**config.mk**
```make
export PLATFORM = sky130hd
export DESIGN_NAME = alb_link_bringup
export DESIGN_NICKNAME = d
export VERILOG_FILES = /design/src/design/alb_pkg.sv /design/src/design/alb_link_bringup.sv
export SDC_FILE = /design/constraint.sdc
export NUM_CORES = 1
export LEC_CHECK = 0
export BUFFER_PORTS_ARGS = -buffer_cell sky130_fd_sc_hd__buf_2
export CORE_ASPECT_RATIO = 0.75
export CORE_MARGIN = 5
export CORE_UTILIZATION = 40
export CTS_CLUSTER_DIAMETER = 150
export DETAILED_ROUTE_END_ITERATION = 8
export PLACE_DENSITY = 0.68
export RECOVER_POWER = 100
export SLEW_MARGIN = 15
export SYNTH_ARGS = -nofsm -noshare
export SYNTH_HDL_FRONTEND = slang
export SYNTH_SLANG_ARGS = --single-unit
```
**constraint.sdc**
```tcl
create_clock -name clk_i -period 6.45 [get_ports clk_i]
set_input_delay 0 -clock clk_i [delete_from_list [all_inputs] [get_ports clk_i]]
set_output_delay 0 -clock clk_i [all_outputs]
set_load 0.01 [all_outputs]
```
**src/design/alb_pkg.sv**
```systemverilog
// Constants, types and the start-up step list for the link bring-up host
// Bring-up rules for board, host, device and link
// [RL1] Board straps PLL enable and reference select
// [RL2] Power-down pin held low while clocks needed
// [RL3] Stable reference clock before device reset
// [RL4] Soft reset, then poll init-done until 1
// [RL5] PLL reset to 1, then bias 0x4A
// [RL6] Program dividers; auto or manual oscillator trim
// [RL7] Releasing PLL reset is the last PLL step
// [RL8] Link enable to 0 before link changes
// [RL9] Calibration enable to 0 before calibration changes
// [RL10] Program link mode and multiframe length minus one
// [RL11] Program sync source: single-ended or timestamp pins
// [RL12] Configure calibration mode and offset calibration
// [RL13] Optionally configure trigger clock output
// [RL14] With PLL, confirm oscillator done and lock
// [RL15] Calibration on, optional over-range, link on
// [RL16] Foreground calibration: soft trigger or pin pulse
// [RL17] Device raises status pin and done bit
// [RL18] 8b/10b link obeys receiver sync request
// [RL19] Data valid: receiver aligned and calibration done
// [RL20] Every acknowledged poll bounded by timeout, error flagged
package alb_pkg;
  localparam int CLK_FREQ_MHZ = 50;
  localparam int CLK_PERIOD_NS = 20;
  localparam int POLL_TIMEOUT_US = 1000;
  localparam int POLL_TIMEOUT_CYC = POLL_TIMEOUT_US * CLK_FREQ_MHZ;
  localparam int TRIG_LOW_NS = 100;
  localparam int TRIG_LOW_CYC =
    (TRIG_LOW_NS + CLK_PERIOD_NS - 1) / CLK_PERIOD_NS;

  // Wishbone register offsets and control bit positions
  localparam logic [7:0] WB_CTRL = 8'h00;
  localparam logic [7:0] WB_PLL = 8'h04;
  localparam logic [7:0] WB_LINK = 8'h08;
  localparam logic [7:0] WB_CAL = 8'h0c;
  localparam logic [7:0] WB_STAT = 8'h10;
  localparam int CB_START = 0;
  localparam int CB_MANUAL_TRIM = 1;
  localparam int CB_TRIGGER_CLOCK_OUT_EN = 2;
  localparam int CB_OVERRANGE_ENABLE_BIT = 3;
  localparam int CB_PIN_MODE = 4;
  localparam int CB_POWER_DOWN = 5;

  // Device register addresses and values
  localparam logic [15:0] DEV_A_RESET = 16'h0000;
  localparam logic [15:0] DEV_A_INIT = 16'h0001;
  localparam logic [15:0] DEV_A_PLL_RST = 16'h0010;
  localparam logic [15:0] DEV_A_BIAS = 16'h0011;
  localparam logic [15:0] DEV_A_PDIV = 16'h0012;
  localparam logic [15:0] DEV_A_VDIV = 16'h0013;
  localparam logic [15:0] DEV_A_NDIV = 16'h0014;
  localparam logic [15:0] DEV_A_TRIM = 16'h0015;
  localparam logic [15:0] DEV_A_OSC_CAL = 16'h0016;
  localparam logic [15:0] DEV_A_PLL_STAT = 16'h0017;
  localparam logic [15:0] DEV_A_LINK_EN = 16'h0020;
  localparam logic [15:0] DEV_A_CAL_EN = 16'h0021;
  localparam logic [15:0] DEV_A_LINK_MODE = 16'h0022;
  localparam logic [15:0] DEV_A_MF_LEN = 16'h0023;
  localparam logic [15:0] DEV_A_SYNC_SEL = 16'h0024;
  localparam logic [15:0] DEV_A_CAL_CFG_A = 16'h0025;
  localparam logic [15:0] DEV_A_CAL_CFG_B = 16'h0026;
  localparam logic [15:0] DEV_A_TRIG_OUT = 16'h0027;
  localparam logic [15:0] DEV_A_OVR = 16'h0028;
  localparam logic [15:0] DEV_A_SW_TRIG = 16'h0029;
  localparam logic [15:0] DEV_A_PIN_TRIG_EN = 16'h002a;
  localparam logic [15:0] DEV_A_FG_STAT = 16'h002b;
  localparam logic [7:0] DEV_ONE = 8'h01;
  localparam logic [7:0] DEV_ZERO = 8'h00;
  localparam logic [7:0] OSC_BIAS_VAL = 8'h4a;
  localparam logic [7:0] M_INIT_DONE = 8'h01;
  localparam logic [7:0] M_OSC_DONE = 8'h01;
  localparam logic [7:0] M_PLL_LOCK = 8'h02;
  localparam logic [7:0] M_FOREGROUND_DONE_BIT = 8'h01;

  // Step list
  localparam logic [4:0] ST_RESET = 5'h00;
  localparam logic [4:0] ST_POLL_INIT = 5'h01;
  localparam logic [4:0] ST_PLL_RST = 5'h02;
  localparam logic [4:0] ST_BIAS = 5'h03;
  localparam logic [4:0] ST_PDIV = 5'h04;
  localparam logic [4:0] ST_VDIV = 5'h05;
  localparam logic [4:0] ST_NDIV = 5'h06;
  localparam logic [4:0] ST_TRIM = 5'h07;
  localparam logic [4:0] ST_OSC_CAL = 5'h08;
  localparam logic [4:0] ST_PLL_REL = 5'h09;
  localparam logic [4:0] ST_LINK_OFF = 5'h0a;
  localparam logic [4:0] ST_CAL_OFF = 5'h0b;
  localparam logic [4:0] ST_LINK_MODE = 5'h0c;
  localparam logic [4:0] ST_MF_LEN = 5'h0d;
  localparam logic [4:0] ST_SYNC_SEL = 5'h0e;
  localparam logic [4:0] ST_CAL_CFG_A = 5'h0f;
  localparam logic [4:0] ST_CAL_CFG_B = 5'h10;
  localparam logic [4:0] ST_TRIG_OUT = 5'h11;
  localparam logic [4:0] ST_POLL_OSC = 5'h12;
  localparam logic [4:0] ST_POLL_LOCK = 5'h13;
  localparam logic [4:0] ST_CAL_ON = 5'h14;
  localparam logic [4:0] ST_OVR = 5'h15;
  localparam logic [4:0] ST_LINK_ON = 5'h16;
  localparam logic [4:0] ST_TRIG_A = 5'h17;
  localparam logic [4:0] ST_TRIG_B = 5'h18;
  localparam logic [4:0] ST_PIN_HI = 5'h19;
  localparam logic [4:0] ST_POLL_FG = 5'h1a;
  localparam logic [4:0] ST_END = 5'h1b;

  typedef enum logic [1:0] {K_WRITE, K_POLL, K_PIN_LO, K_PIN_HI} alb_kind_t;
  typedef enum logic [2:0] {S_IDLE, S_CLKWAIT, S_ISSUE, S_BUS, S_PINLOW}
    alb_state_t;

  typedef struct packed {
    alb_kind_t kind;
    logic [15:0] addr;
    logic [7:0] data;
  } alb_op_t;

  typedef struct packed {
    alb_state_t st;
    logic [4:0] step;
    logic [31:0] tmo;
    logic [2:0] pin_cnt;
    logic [1:0] s_pll;
    logic [1:0] s_refsel;
    logic [1:0] s_clkok;
    logic [1:0] s_calst;
    logic [5:0] ctrl;
    logic [31:0] cfg_pll;
    logic [31:0] cfg_link;
    logic [31:0] cfg_cal;
    logic wb_ack;
    logic [31:0] wb_dat;
    logic dev_req;
    logic dev_we;
    logic [15:0] dev_addr;
    logic [7:0] dev_wdata;
    logic pwdn;
    logic cal_pin;
    logic busy;
    logic done;
    logic err;
    logic [4:0] err_step;
    logic fg_seen;
    logic data_valid;
  } alb_reg_t;
endpackage : alb_pkg

```
**src/design/alb_link_bringup.sv**
```systemverilog
// Host sequencer that brings up the converter and its serial link
`timescale 1ns/1ns
module alb_link_bringup
  import alb_pkg::*;
#(
  parameter int unsigned POLL_TIMEOUT = POLL_TIMEOUT_CYC
) (
  // Clock, reset, enable
  input wire logic clk_i,
  input wire logic rst_i,
  input wire logic ce_i,
  // Wishbone slave
  input wire logic wb_cyc_i,
  input wire logic wb_stb_i,
  input wire logic wb_we_i,
  input wire logic [7:0] wb_adr_i,
  input wire logic [3:0] wb_sel_i,
  input wire logic [31:0] wb_dat_i,
  output logic wb_ack_o,
  output logic [31:0] wb_dat_o,
  // Device register port
  output logic dev_req_o,
  output logic dev_we_o,
  output logic [15:0] dev_addr_o,
  output logic [7:0] dev_wdata_o,
  input wire logic dev_ack_i,
  input wire logic [7:0] dev_rdata_i,
  // Board pins
  input wire logic pll_enable_strap_i,
  input wire logic ref_input_select_strap_i,
  input wire logic ref_clock_stable_i,
  input wire logic cal_status_pin_i,
  output logic power_down_pin_o,
  output logic cal_trigger_pin_o,
  // Link receiver and status
  input wire logic rx_link_ready_i,
  output logic busy_o,
  output logic error_o,
  output logic data_valid_o
);

  alb_reg_t r_reg;
  alb_reg_t r_next;
  alb_op_t op;

  function automatic logic [31:0] merge(input logic [31:0] old_v,
                                        input logic [31:0] new_v,
                                        input logic [3:0] sel);
    logic [31:0] m;
    m = old_v;
    for (int i = 0; i < 4; i++) begin
      if (sel[i]) begin
        m[i*8 +: 8] = new_v[i*8 +: 8];
      end
    end
    return m;
  endfunction : merge

  // Steps that do not apply to the strapped or chosen configuration
  function automatic logic step_skip(input logic [4:0] s,
                                     input alb_reg_t r);
    logic pll;
    pll = r.s_pll[1];
    case (s)
      ST_PLL_RST, ST_BIAS, ST_PDIV, ST_VDIV, ST_NDIV, ST_OSC_CAL,
      ST_PLL_REL, ST_POLL_OSC, ST_POLL_LOCK: return !pll; // see [RL1]
      ST_TRIM: return !pll || !r.ctrl[CB_MANUAL_TRIM]; // see [RL6]
      ST_TRIG_OUT: return !r.ctrl[CB_TRIGGER_CLOCK_OUT_EN]; // see [RL13]
      ST_OVR: return !r.ctrl[CB_OVERRANGE_ENABLE_BIT];
      ST_PIN_HI: return !r.ctrl[CB_PIN_MODE];
      default: return 1'b0;
    endcase
  endfunction : step_skip

  function automatic alb_op_t step_op(input logic [4:0] s,
                                      input alb_reg_t r);
    alb_op_t o;
    logic pin;
    pin = r.ctrl[CB_PIN_MODE];
    o = '{kind: K_WRITE, addr: DEV_A_RESET, data: DEV_ONE};
    case (s)
      ST_POLL_INIT: o = '{K_POLL, DEV_A_INIT, M_INIT_DONE}; // see [RL4]
      ST_PLL_RST: o = '{K_WRITE, DEV_A_PLL_RST, DEV_ONE}; // see [RL5]
      ST_BIAS: o = '{K_WRITE, DEV_A_BIAS, OSC_BIAS_VAL}; // see [RL5]
      ST_PDIV: o = '{K_WRITE, DEV_A_PDIV, r.cfg_pll[7:0]}; // see [RL6]
      ST_VDIV: o = '{K_WRITE, DEV_A_VDIV, r.cfg_pll[15:8]};
      ST_NDIV: o = '{K_WRITE, DEV_A_NDIV, r.cfg_pll[23:16]};
      ST_TRIM: o = '{K_WRITE, DEV_A_TRIM, r.cfg_pll[31:24]};
      ST_OSC_CAL: o = '{K_WRITE, DEV_A_OSC_CAL,
        r.ctrl[CB_MANUAL_TRIM] ? DEV_ZERO : DEV_ONE}; // see [RL6]
      ST_PLL_REL: o = '{K_WRITE, DEV_A_PLL_RST, DEV_ZERO}; // see [RL7]
      ST_LINK_OFF: o = '{K_WRITE, DEV_A_LINK_EN, DEV_ZERO}; // see [RL8]
      ST_CAL_OFF: o = '{K_WRITE, DEV_A_CAL_EN, DEV_ZERO}; // see [RL9]
      ST_LINK_MODE: o = '{K_WRITE, DEV_A_LINK_MODE, r.cfg_link[7:0]};
      ST_MF_LEN: o = '{K_WRITE, DEV_A_MF_LEN, r.cfg_link[15:8]}; // see [RL10]
      ST_SYNC_SEL: o = '{K_WRITE, DEV_A_SYNC_SEL,
        {7'h00, r.cfg_link[16]}}; // see [RL11], [RL18]
      ST_CAL_CFG_A: o = '{K_WRITE, DEV_A_CAL_CFG_A, r.cfg_cal[7:0]};
      ST_CAL_CFG_B: o = '{K_WRITE, DEV_A_CAL_CFG_B,
        r.cfg_cal[15:8]}; // see [RL12]
      ST_TRIG_OUT: o = '{K_WRITE, DEV_A_TRIG_OUT, r.cfg_cal[23:16]};
      ST_POLL_OSC: o = '{K_POLL, DEV_A_PLL_STAT, M_OSC_DONE}; // see [RL14]
      ST_POLL_LOCK: o = '{K_POLL, DEV_A_PLL_STAT, M_PLL_LOCK}; // see [RL14]
      ST_CAL_ON: o = '{K_WRITE, DEV_A_CAL_EN, DEV_ONE}; // see [RL15]
      ST_OVR: o = '{K_WRITE, DEV_A_OVR, r.cfg_cal[31:24]};
      ST_LINK_ON: o = '{K_WRITE, DEV_A_LINK_EN, DEV_ONE}; // see [RL15]
      ST_TRIG_A: o = pin ? alb_op_t'{K_WRITE, DEV_A_PIN_TRIG_EN, DEV_ONE}
        : alb_op_t'{K_WRITE, DEV_A_SW_TRIG, DEV_ZERO}; // see [RL16]
      ST_TRIG_B: o = pin ? alb_op_t'{K_PIN_LO, DEV_A_RESET, DEV_ZERO}
        : alb_op_t'{K_WRITE, DEV_A_SW_TRIG, DEV_ONE}; // see [RL16]
      ST_PIN_HI: o = '{K_PIN_HI, DEV_A_RESET, DEV_ZERO};
      ST_POLL_FG: o = '{K_POLL, DEV_A_FG_STAT, M_FOREGROUND_DONE_BIT};
      default: o = '{K_WRITE, DEV_A_RESET, DEV_ONE};
    endcase
    return o;
  endfunction : step_op

  assign op = step_op(r_reg.step, r_reg);

  always_comb begin
    logic wb_hit;
    logic start;
    wb_hit = 1'b0;
    start = 1'b0;
    r_next = r_reg;
    // Pin synchronisers
    r_next.s_pll = {r_reg.s_pll[0], pll_enable_strap_i};
    r_next.s_refsel = {r_reg.s_refsel[0], ref_input_select_strap_i};
    r_next.s_clkok = {r_reg.s_clkok[0], ref_clock_stable_i};
    r_next.s_calst = {r_reg.s_calst[0], cal_status_pin_i};

    // Wishbone slave: one wait cycle, ack for one cycle
    r_next.wb_ack = 1'b0;
    if (wb_cyc_i && wb_stb_i && !r_reg.wb_ack) begin
      wb_hit = 1'b1;
      r_next.wb_ack = 1'b1;
    end
    r_next.wb_dat = 32'h0000_0000;
    if (wb_hit && !wb_we_i) begin
      case (wb_adr_i)
        WB_CTRL: r_next.wb_dat = {26'h0, r_reg.ctrl};
        WB_PLL: r_next.wb_dat = r_reg.cfg_pll;
        WB_LINK: r_next.wb_dat = r_reg.cfg_link;
        WB_CAL: r_next.wb_dat = r_reg.cfg_cal;
        WB_STAT: r_next.wb_dat = {19'h0, r_reg.s_refsel[1],
          r_reg.s_pll[1], r_reg.s_calst[1], rx_link_ready_i,
          r_reg.data_valid, r_reg.err_step, r_reg.err, r_reg.done,
          r_reg.busy};
        default: r_next.wb_dat = 32'h0000_0000;
      endcase
    end
    if (wb_hit && wb_we_i) begin
      case (wb_adr_i)
        WB_CTRL: begin
          r_next.ctrl = 6'(merge({26'h0, r_reg.ctrl}, wb_dat_i, wb_sel_i));
          r_next.ctrl[CB_START] = 1'b0;
          start = wb_sel_i[0] && wb_dat_i[CB_START] && !r_reg.busy;
        end
        WB_PLL: r_next.cfg_pll = merge(r_reg.cfg_pll, wb_dat_i, wb_sel_i);
        WB_LINK: r_next.cfg_link = merge(r_reg.cfg_link, wb_dat_i, wb_sel_i);
        WB_CAL: r_next.cfg_cal = merge(r_reg.cfg_cal, wb_dat_i, wb_sel_i);
        default: ;
      endcase
    end

    case (r_reg.st)
      S_IDLE: begin
        if (start) begin
          r_next.busy = 1'b1;
          r_next.done = 1'b0;
          r_next.err = 1'b0;
          r_next.fg_seen = 1'b0;
          r_next.step = ST_RESET;
          r_next.tmo = 32'h0;
          r_next.st = S_CLKWAIT;
        end
      end
      S_CLKWAIT: begin
        if (r_reg.s_clkok[1]) begin // see [RL3]
          r_next.st = S_ISSUE;
        end
      end
      S_ISSUE: begin
        r_next.tmo = 32'(r_reg.tmo + 32'h1);
        if (r_reg.step == ST_END) begin
          r_next.busy = 1'b0;
          r_next.done = 1'b1;
          r_next.st = S_IDLE;
        end else if (step_skip(r_reg.step, r_reg)) begin
          r_next.step = 5'(r_reg.step + 5'h1);
          r_next.tmo = 32'h0;
        end else begin
          case (op.kind)
            K_PIN_LO: begin
              r_next.cal_pin = 1'b0; // see [RL16]
              r_next.pin_cnt = 3'h0;
              r_next.st = S_PINLOW;
            end
            K_PIN_HI: begin
              r_next.cal_pin = 1'b1; // see [RL16]
              r_next.step = 5'(r_reg.step + 5'h1);
            end
            default: begin
              r_next.dev_req = 1'b1;
              r_next.dev_we = (op.kind == K_WRITE);
              r_next.dev_addr = op.addr;
              r_next.dev_wdata = (op.kind == K_WRITE) ? op.data : DEV_ZERO;
              r_next.st = S_BUS;
            end
          endcase
        end
      end
      S_BUS: begin
        r_next.tmo = 32'(r_reg.tmo + 32'h1);
        if (dev_ack_i) begin
          r_next.dev_req = 1'b0;
          r_next.st = S_ISSUE;
          if (r_reg.dev_we || (dev_rdata_i & op.data) != 8'h00) begin
            r_next.step = 5'(r_reg.step + 5'h1);
            r_next.tmo = 32'h0;
            if (r_reg.step == ST_POLL_FG) begin
              r_next.fg_seen = 1'b1;
            end
          end else if (r_reg.tmo >= POLL_TIMEOUT) begin // see [RL20]
            r_next.err = 1'b1;
            r_next.err_step = r_reg.step;
            r_next.busy = 1'b0;
            r_next.st = S_IDLE;
          end
        end
      end
      S_PINLOW: begin
        r_next.pin_cnt = 3'(r_reg.pin_cnt + 3'h1);
        if (r_reg.pin_cnt >= 3'(TRIG_LOW_CYC - 1)) begin
          r_next.step = 5'(r_reg.step + 5'h1);
          r_next.st = S_ISSUE;
        end
      end
      default: r_next.st = S_IDLE;
    endcase

    r_next.pwdn = r_reg.ctrl[CB_POWER_DOWN] && !r_reg.busy; // see [RL2]
    r_next.data_valid = rx_link_ready_i &&
      (r_reg.s_calst[1] || r_reg.fg_seen); // see [RL19]
  end

  always_ff @(posedge clk_i) begin
    if (rst_i) begin
      r_reg <= '0;
      r_reg.cal_pin <= 1'b1;
    end else if (ce_i) begin
      r_reg <= r_next;
    end
  end

  assign wb_ack_o = r_reg.wb_ack;
  assign wb_dat_o = r_reg.wb_dat;
  assign dev_req_o = r_reg.dev_req;
  assign dev_we_o = r_reg.dev_we;
  assign dev_addr_o = r_reg.dev_addr;
  assign dev_wdata_o = r_reg.dev_wdata;
  assign power_down_pin_o = r_reg.pwdn;
  assign cal_trigger_pin_o = r_reg.cal_pin;
  assign busy_o = r_reg.busy;
  assign error_o = r_reg.err;
  assign data_valid_o = r_reg.data_valid;

  // Flags of device writes and polls already acknowledged, for the checks below
  logic h_init_ok, h_pll_rst, h_osc_set, h_link_off, h_cal_off;
  logic h_lock_ok, h_cal_on;
  logic dev_done;
  assign dev_done = dev_req_o && dev_ack_i && ce_i;
  always_ff @(posedge clk_i) begin
    if (rst_i || (r_reg.st == S_IDLE)) begin
      h_init_ok <= 1'b0;
      h_pll_rst <= 1'b0;
      h_osc_set <= 1'b0;
      h_link_off <= 1'b0;
      h_cal_off <= 1'b0;
      h_lock_ok <= 1'b0;
      h_cal_on <= 1'b0;
    end else if (dev_done) begin
      if (!dev_we_o && dev_addr_o == DEV_A_INIT && dev_rdata_i[0]) begin
        h_init_ok <= 1'b1;
      end
      if (!dev_we_o && dev_addr_o == DEV_A_PLL_STAT && dev_rdata_i[1]) begin
        h_lock_ok <= 1'b1;
      end
      if (dev_we_o && dev_addr_o == DEV_A_PLL_RST) begin
        h_pll_rst <= dev_wdata_o[0];
      end
      if (dev_we_o && dev_addr_o == DEV_A_OSC_CAL) begin
        h_osc_set <= 1'b1;
      end
      if (dev_we_o && dev_addr_o == DEV_A_LINK_EN) begin
        h_link_off <= !dev_wdata_o[0];
      end
      if (dev_we_o && dev_addr_o == DEV_A_CAL_EN) begin
        h_cal_off <= !dev_wdata_o[0];
        h_cal_on <= dev_wdata_o[0];
      end
    end
  end
endmodule : alb_link_bringup

```
==> impl_metrics.toml <==
[power]
p_per_area_mw_per_mm2 = 215
p_comb_share_pct = 4.8
pwr-share-clk_pct = 47.5
power.share.sequential_pct = 47.7
ir_drop_uv = 170
netSwitchingPower_uw = 640
sw_frac_of_total_pct = 23.1
p_int_uw = 2130
p_leak_uw = 0.00440

[status]
violations = "capacitance limit, slew limit"
status = "complete, but fails checks"

[floorplan]
top_level_ports = 128
die_area_mm2 = 0.0320
die_h_um = 156
die_width_um = 205
start_util_pct = 40.7
design.core.area_mm2 = 0.0281
rows = 53

[sta]
fin_tns_setup_ps = 0
final.min_clock_period_ps = 4950
fmax_ghz = 0.202
setup_viol = 0
finalHoldViolations = 0
min_period_over_period_pct = 76.8
timing.final.ws_setup_ps = 1500
grt_setup_unrepaired = "false"
worst_pin_slew_ps = 1740
final_max_slew_viol_count = 38
relSlewSlack_pct = -15.9
finClkSkew_ps = 13.8

[routing]
drt_iter0_markers = 1296
totalWireLength_mm = 37.6
num_vias = 10976
antenna_left = 0
post-route-drc-count = 0
first_pass_iters = 6
avgViaCountPerCell = 5.76
wl_per_cell_um = 19.7

[setup_path]
r2r.worst_path.cells = 12
slowest_delay_ps = 910
worst-setup-path-type = "flip-flop to flip-flop"
crit-reg2reg-capture = "r_reg[209]"
crit_path_end = "r_reg[209]"
slowest_stage = "nor4b_1"
path_cells = "ha_1 > and3_1 > ha_1 > and2_0 > a221o_1 > nor4_1 > o221ai_1 > nor4b_1 > a31oi_1 > buf_4 > or3_1 > o31ai_1"
cpMostUsedCell = "ha_1"
critPathLaunchType = "flip-flop"
worst-endpoint-arrival_ps = 5380
r2r-start = "r_reg[216]"
reg2reg_slack_ps = 1500
crit_required_ps = 6880
end_kind = "flip-flop"
path_max_fanout = 20
startpoint = "r_reg[216]"

[synth]
ys.flop_type = "dfxtp_1"
async_flop_share_pct = 0
synth_edf_count = 0
avgSynthCellArea_um2 = 7.88
syn_inst = 1448
synth-seq-cells = 213
synth_warnings = 0
syn_area_mm2 = 0.0114
synth-seq-area-share_pct = 37.4
yosys.cell_types.count = 84

[place]
gp_congestion = 0.946
portBuffers = 117
dpl_cell_area_mm2 = 0.0118
pre_cts_slack_ps = 2270
place_inst = 1817
dp_hpwl_mm = 27.0

[clocking]
clkTransAtPathRegs_ps = 60
cts_buffer_depth = 3
post_cts_resized = 0
worst_skew_pair.late_latency_ps = 530
htree_num_levels = 1
cts_hold_buf = 50
postCtsSetupBuffers = 0
cts_root_buf = "clkbuf_16"
cts_tree = "built"
numClockSinks = 213
cts_buffers = 23

[cells_and_area]
largest_register_ff_count = 155
area_delta_synth_final_pct = 12.9
num-nets-final = 1579
diodes = 0
final_area_mm2 = 0.0129
final.fill_count = 2823
regArea_mm2 = 0.00426
drive_gt1_share_pct = 10.1
multi_input_area_mm2 = 0.00621
final_cells = 1905
utilization_pct = 45.9

[global_route]
antenna_found_initial = 1
grt_overflow = 0
grt_pass1_wl_mm = 58.6
grt_pass1_vias = 9995
grt_max_degree = 115
grtUsageTotal_pct = 22.6

[hold_path]
whs_path_depth = 2
hold_path.class = "input port to flip-flop"

[run]
drv_cap = 1
-- power groups by stage --
stage               Clock [uW]  Combinational, uW  Sequential, uW
finish                    1320                132            1320
global placement             0                105            1350
CTS                       1340                131            1320
detailed placement           0                106            1350
global route              1390                143            1320
floorplan                    0               62.5            1350
-- metrics by stage --
step / power [uW] / hold slack, ps
finish: 2770 / 41.1
global route: 2860 / 58.2
CTS: 2790 / 20.7
detailed placement: 1460 / 242
global placement: 1460 / 236
floorplan: 1410 / 140
-- worst max-delay path, delay by kind of cell, from the launching register on --
kind,cells,cell delay (ps)
fa+ha+maj,2,790
flops,1,360
buf+inv,1,270
simple gates,5,2490
compound gates,4,940
-- cell usage in the layout, fill, tap and decap left out, types with 26 or more instances in the layout --
master         Yosys  final
nand2_1          252    252
buf_2             12     61
mux2i_1           48     48
dfxtp_1          213    213
mux2_2            27     27
nand3_1           57     57
dlygate4sd3_1      0     50
a22oi_1           26     26
nor2_1           153    153
a21oi_1          160    160
clkbuf_1          70     64
-- Yosys cell counts (16+ instances only) --
cell / number / area (um^2)
mux2i_1: 48 / 480
inv_1: 17 / 63.8
nor3_1: 20 / 100
a22oi_1: 26 / 195
a21oi_1: 160 / 801
clkbuf_1: 70 / 263
buf_4: 61 / 458
o21ai_0: 16 / 80.1
a22o_1: 22 / 193
mux2_2: 27 / 304
nand2_1: 252 / 946
dfxtp_1: 213 / 4260
nand3_1: 57 / 285
nor2_1: 153 / 574
-- routing by layer --
layer	track usage, %	up-vias	part of all wire [%]
met5	0	-	0.035
met4	3.83	2	1.5
met3	5.95	47	10
met2	30.0	503	39
met1	36.4	5198	49
li1	-	5226	-
-- cell families after synthesis --
group	count (synthesis)	synth area share, %
and+or+nand+nor	616	25.2
adders and majority gates	8	0.878
AOI/OAI and AO/OA	353	20.8
xor gates and xnor gates	8	0.614
muxes	75	6.88
DFF	213	37.4
buffers and inverters	174	8.13
other	1	0.0329
-- final cells by class --
type,count,area share [%]
multi-input combinational,1070,48.2
tap,385,3.74
sequential,213,33.1
inverter,18,0.525
clock buffer,34,5.26
timing repair buffer,181,8.65
clock inverter,4,0.467
-- how the worst min path moves through the flow --
stage,from,to,slack (ps)
global route,rst_i,r_reg[221],60
CTS,rst_i,dev_wdata_o[2],20
global placement,cal_status_pin_i,r_next[174],240
detailed placement,ref_input_select_strap_i,r_next[178],240
finish,rst_i,r_reg[221],40
floorplan,wb_dat_i[29],r_reg[100],140
No activity file was read; power rests on OpenSTA's default activity.
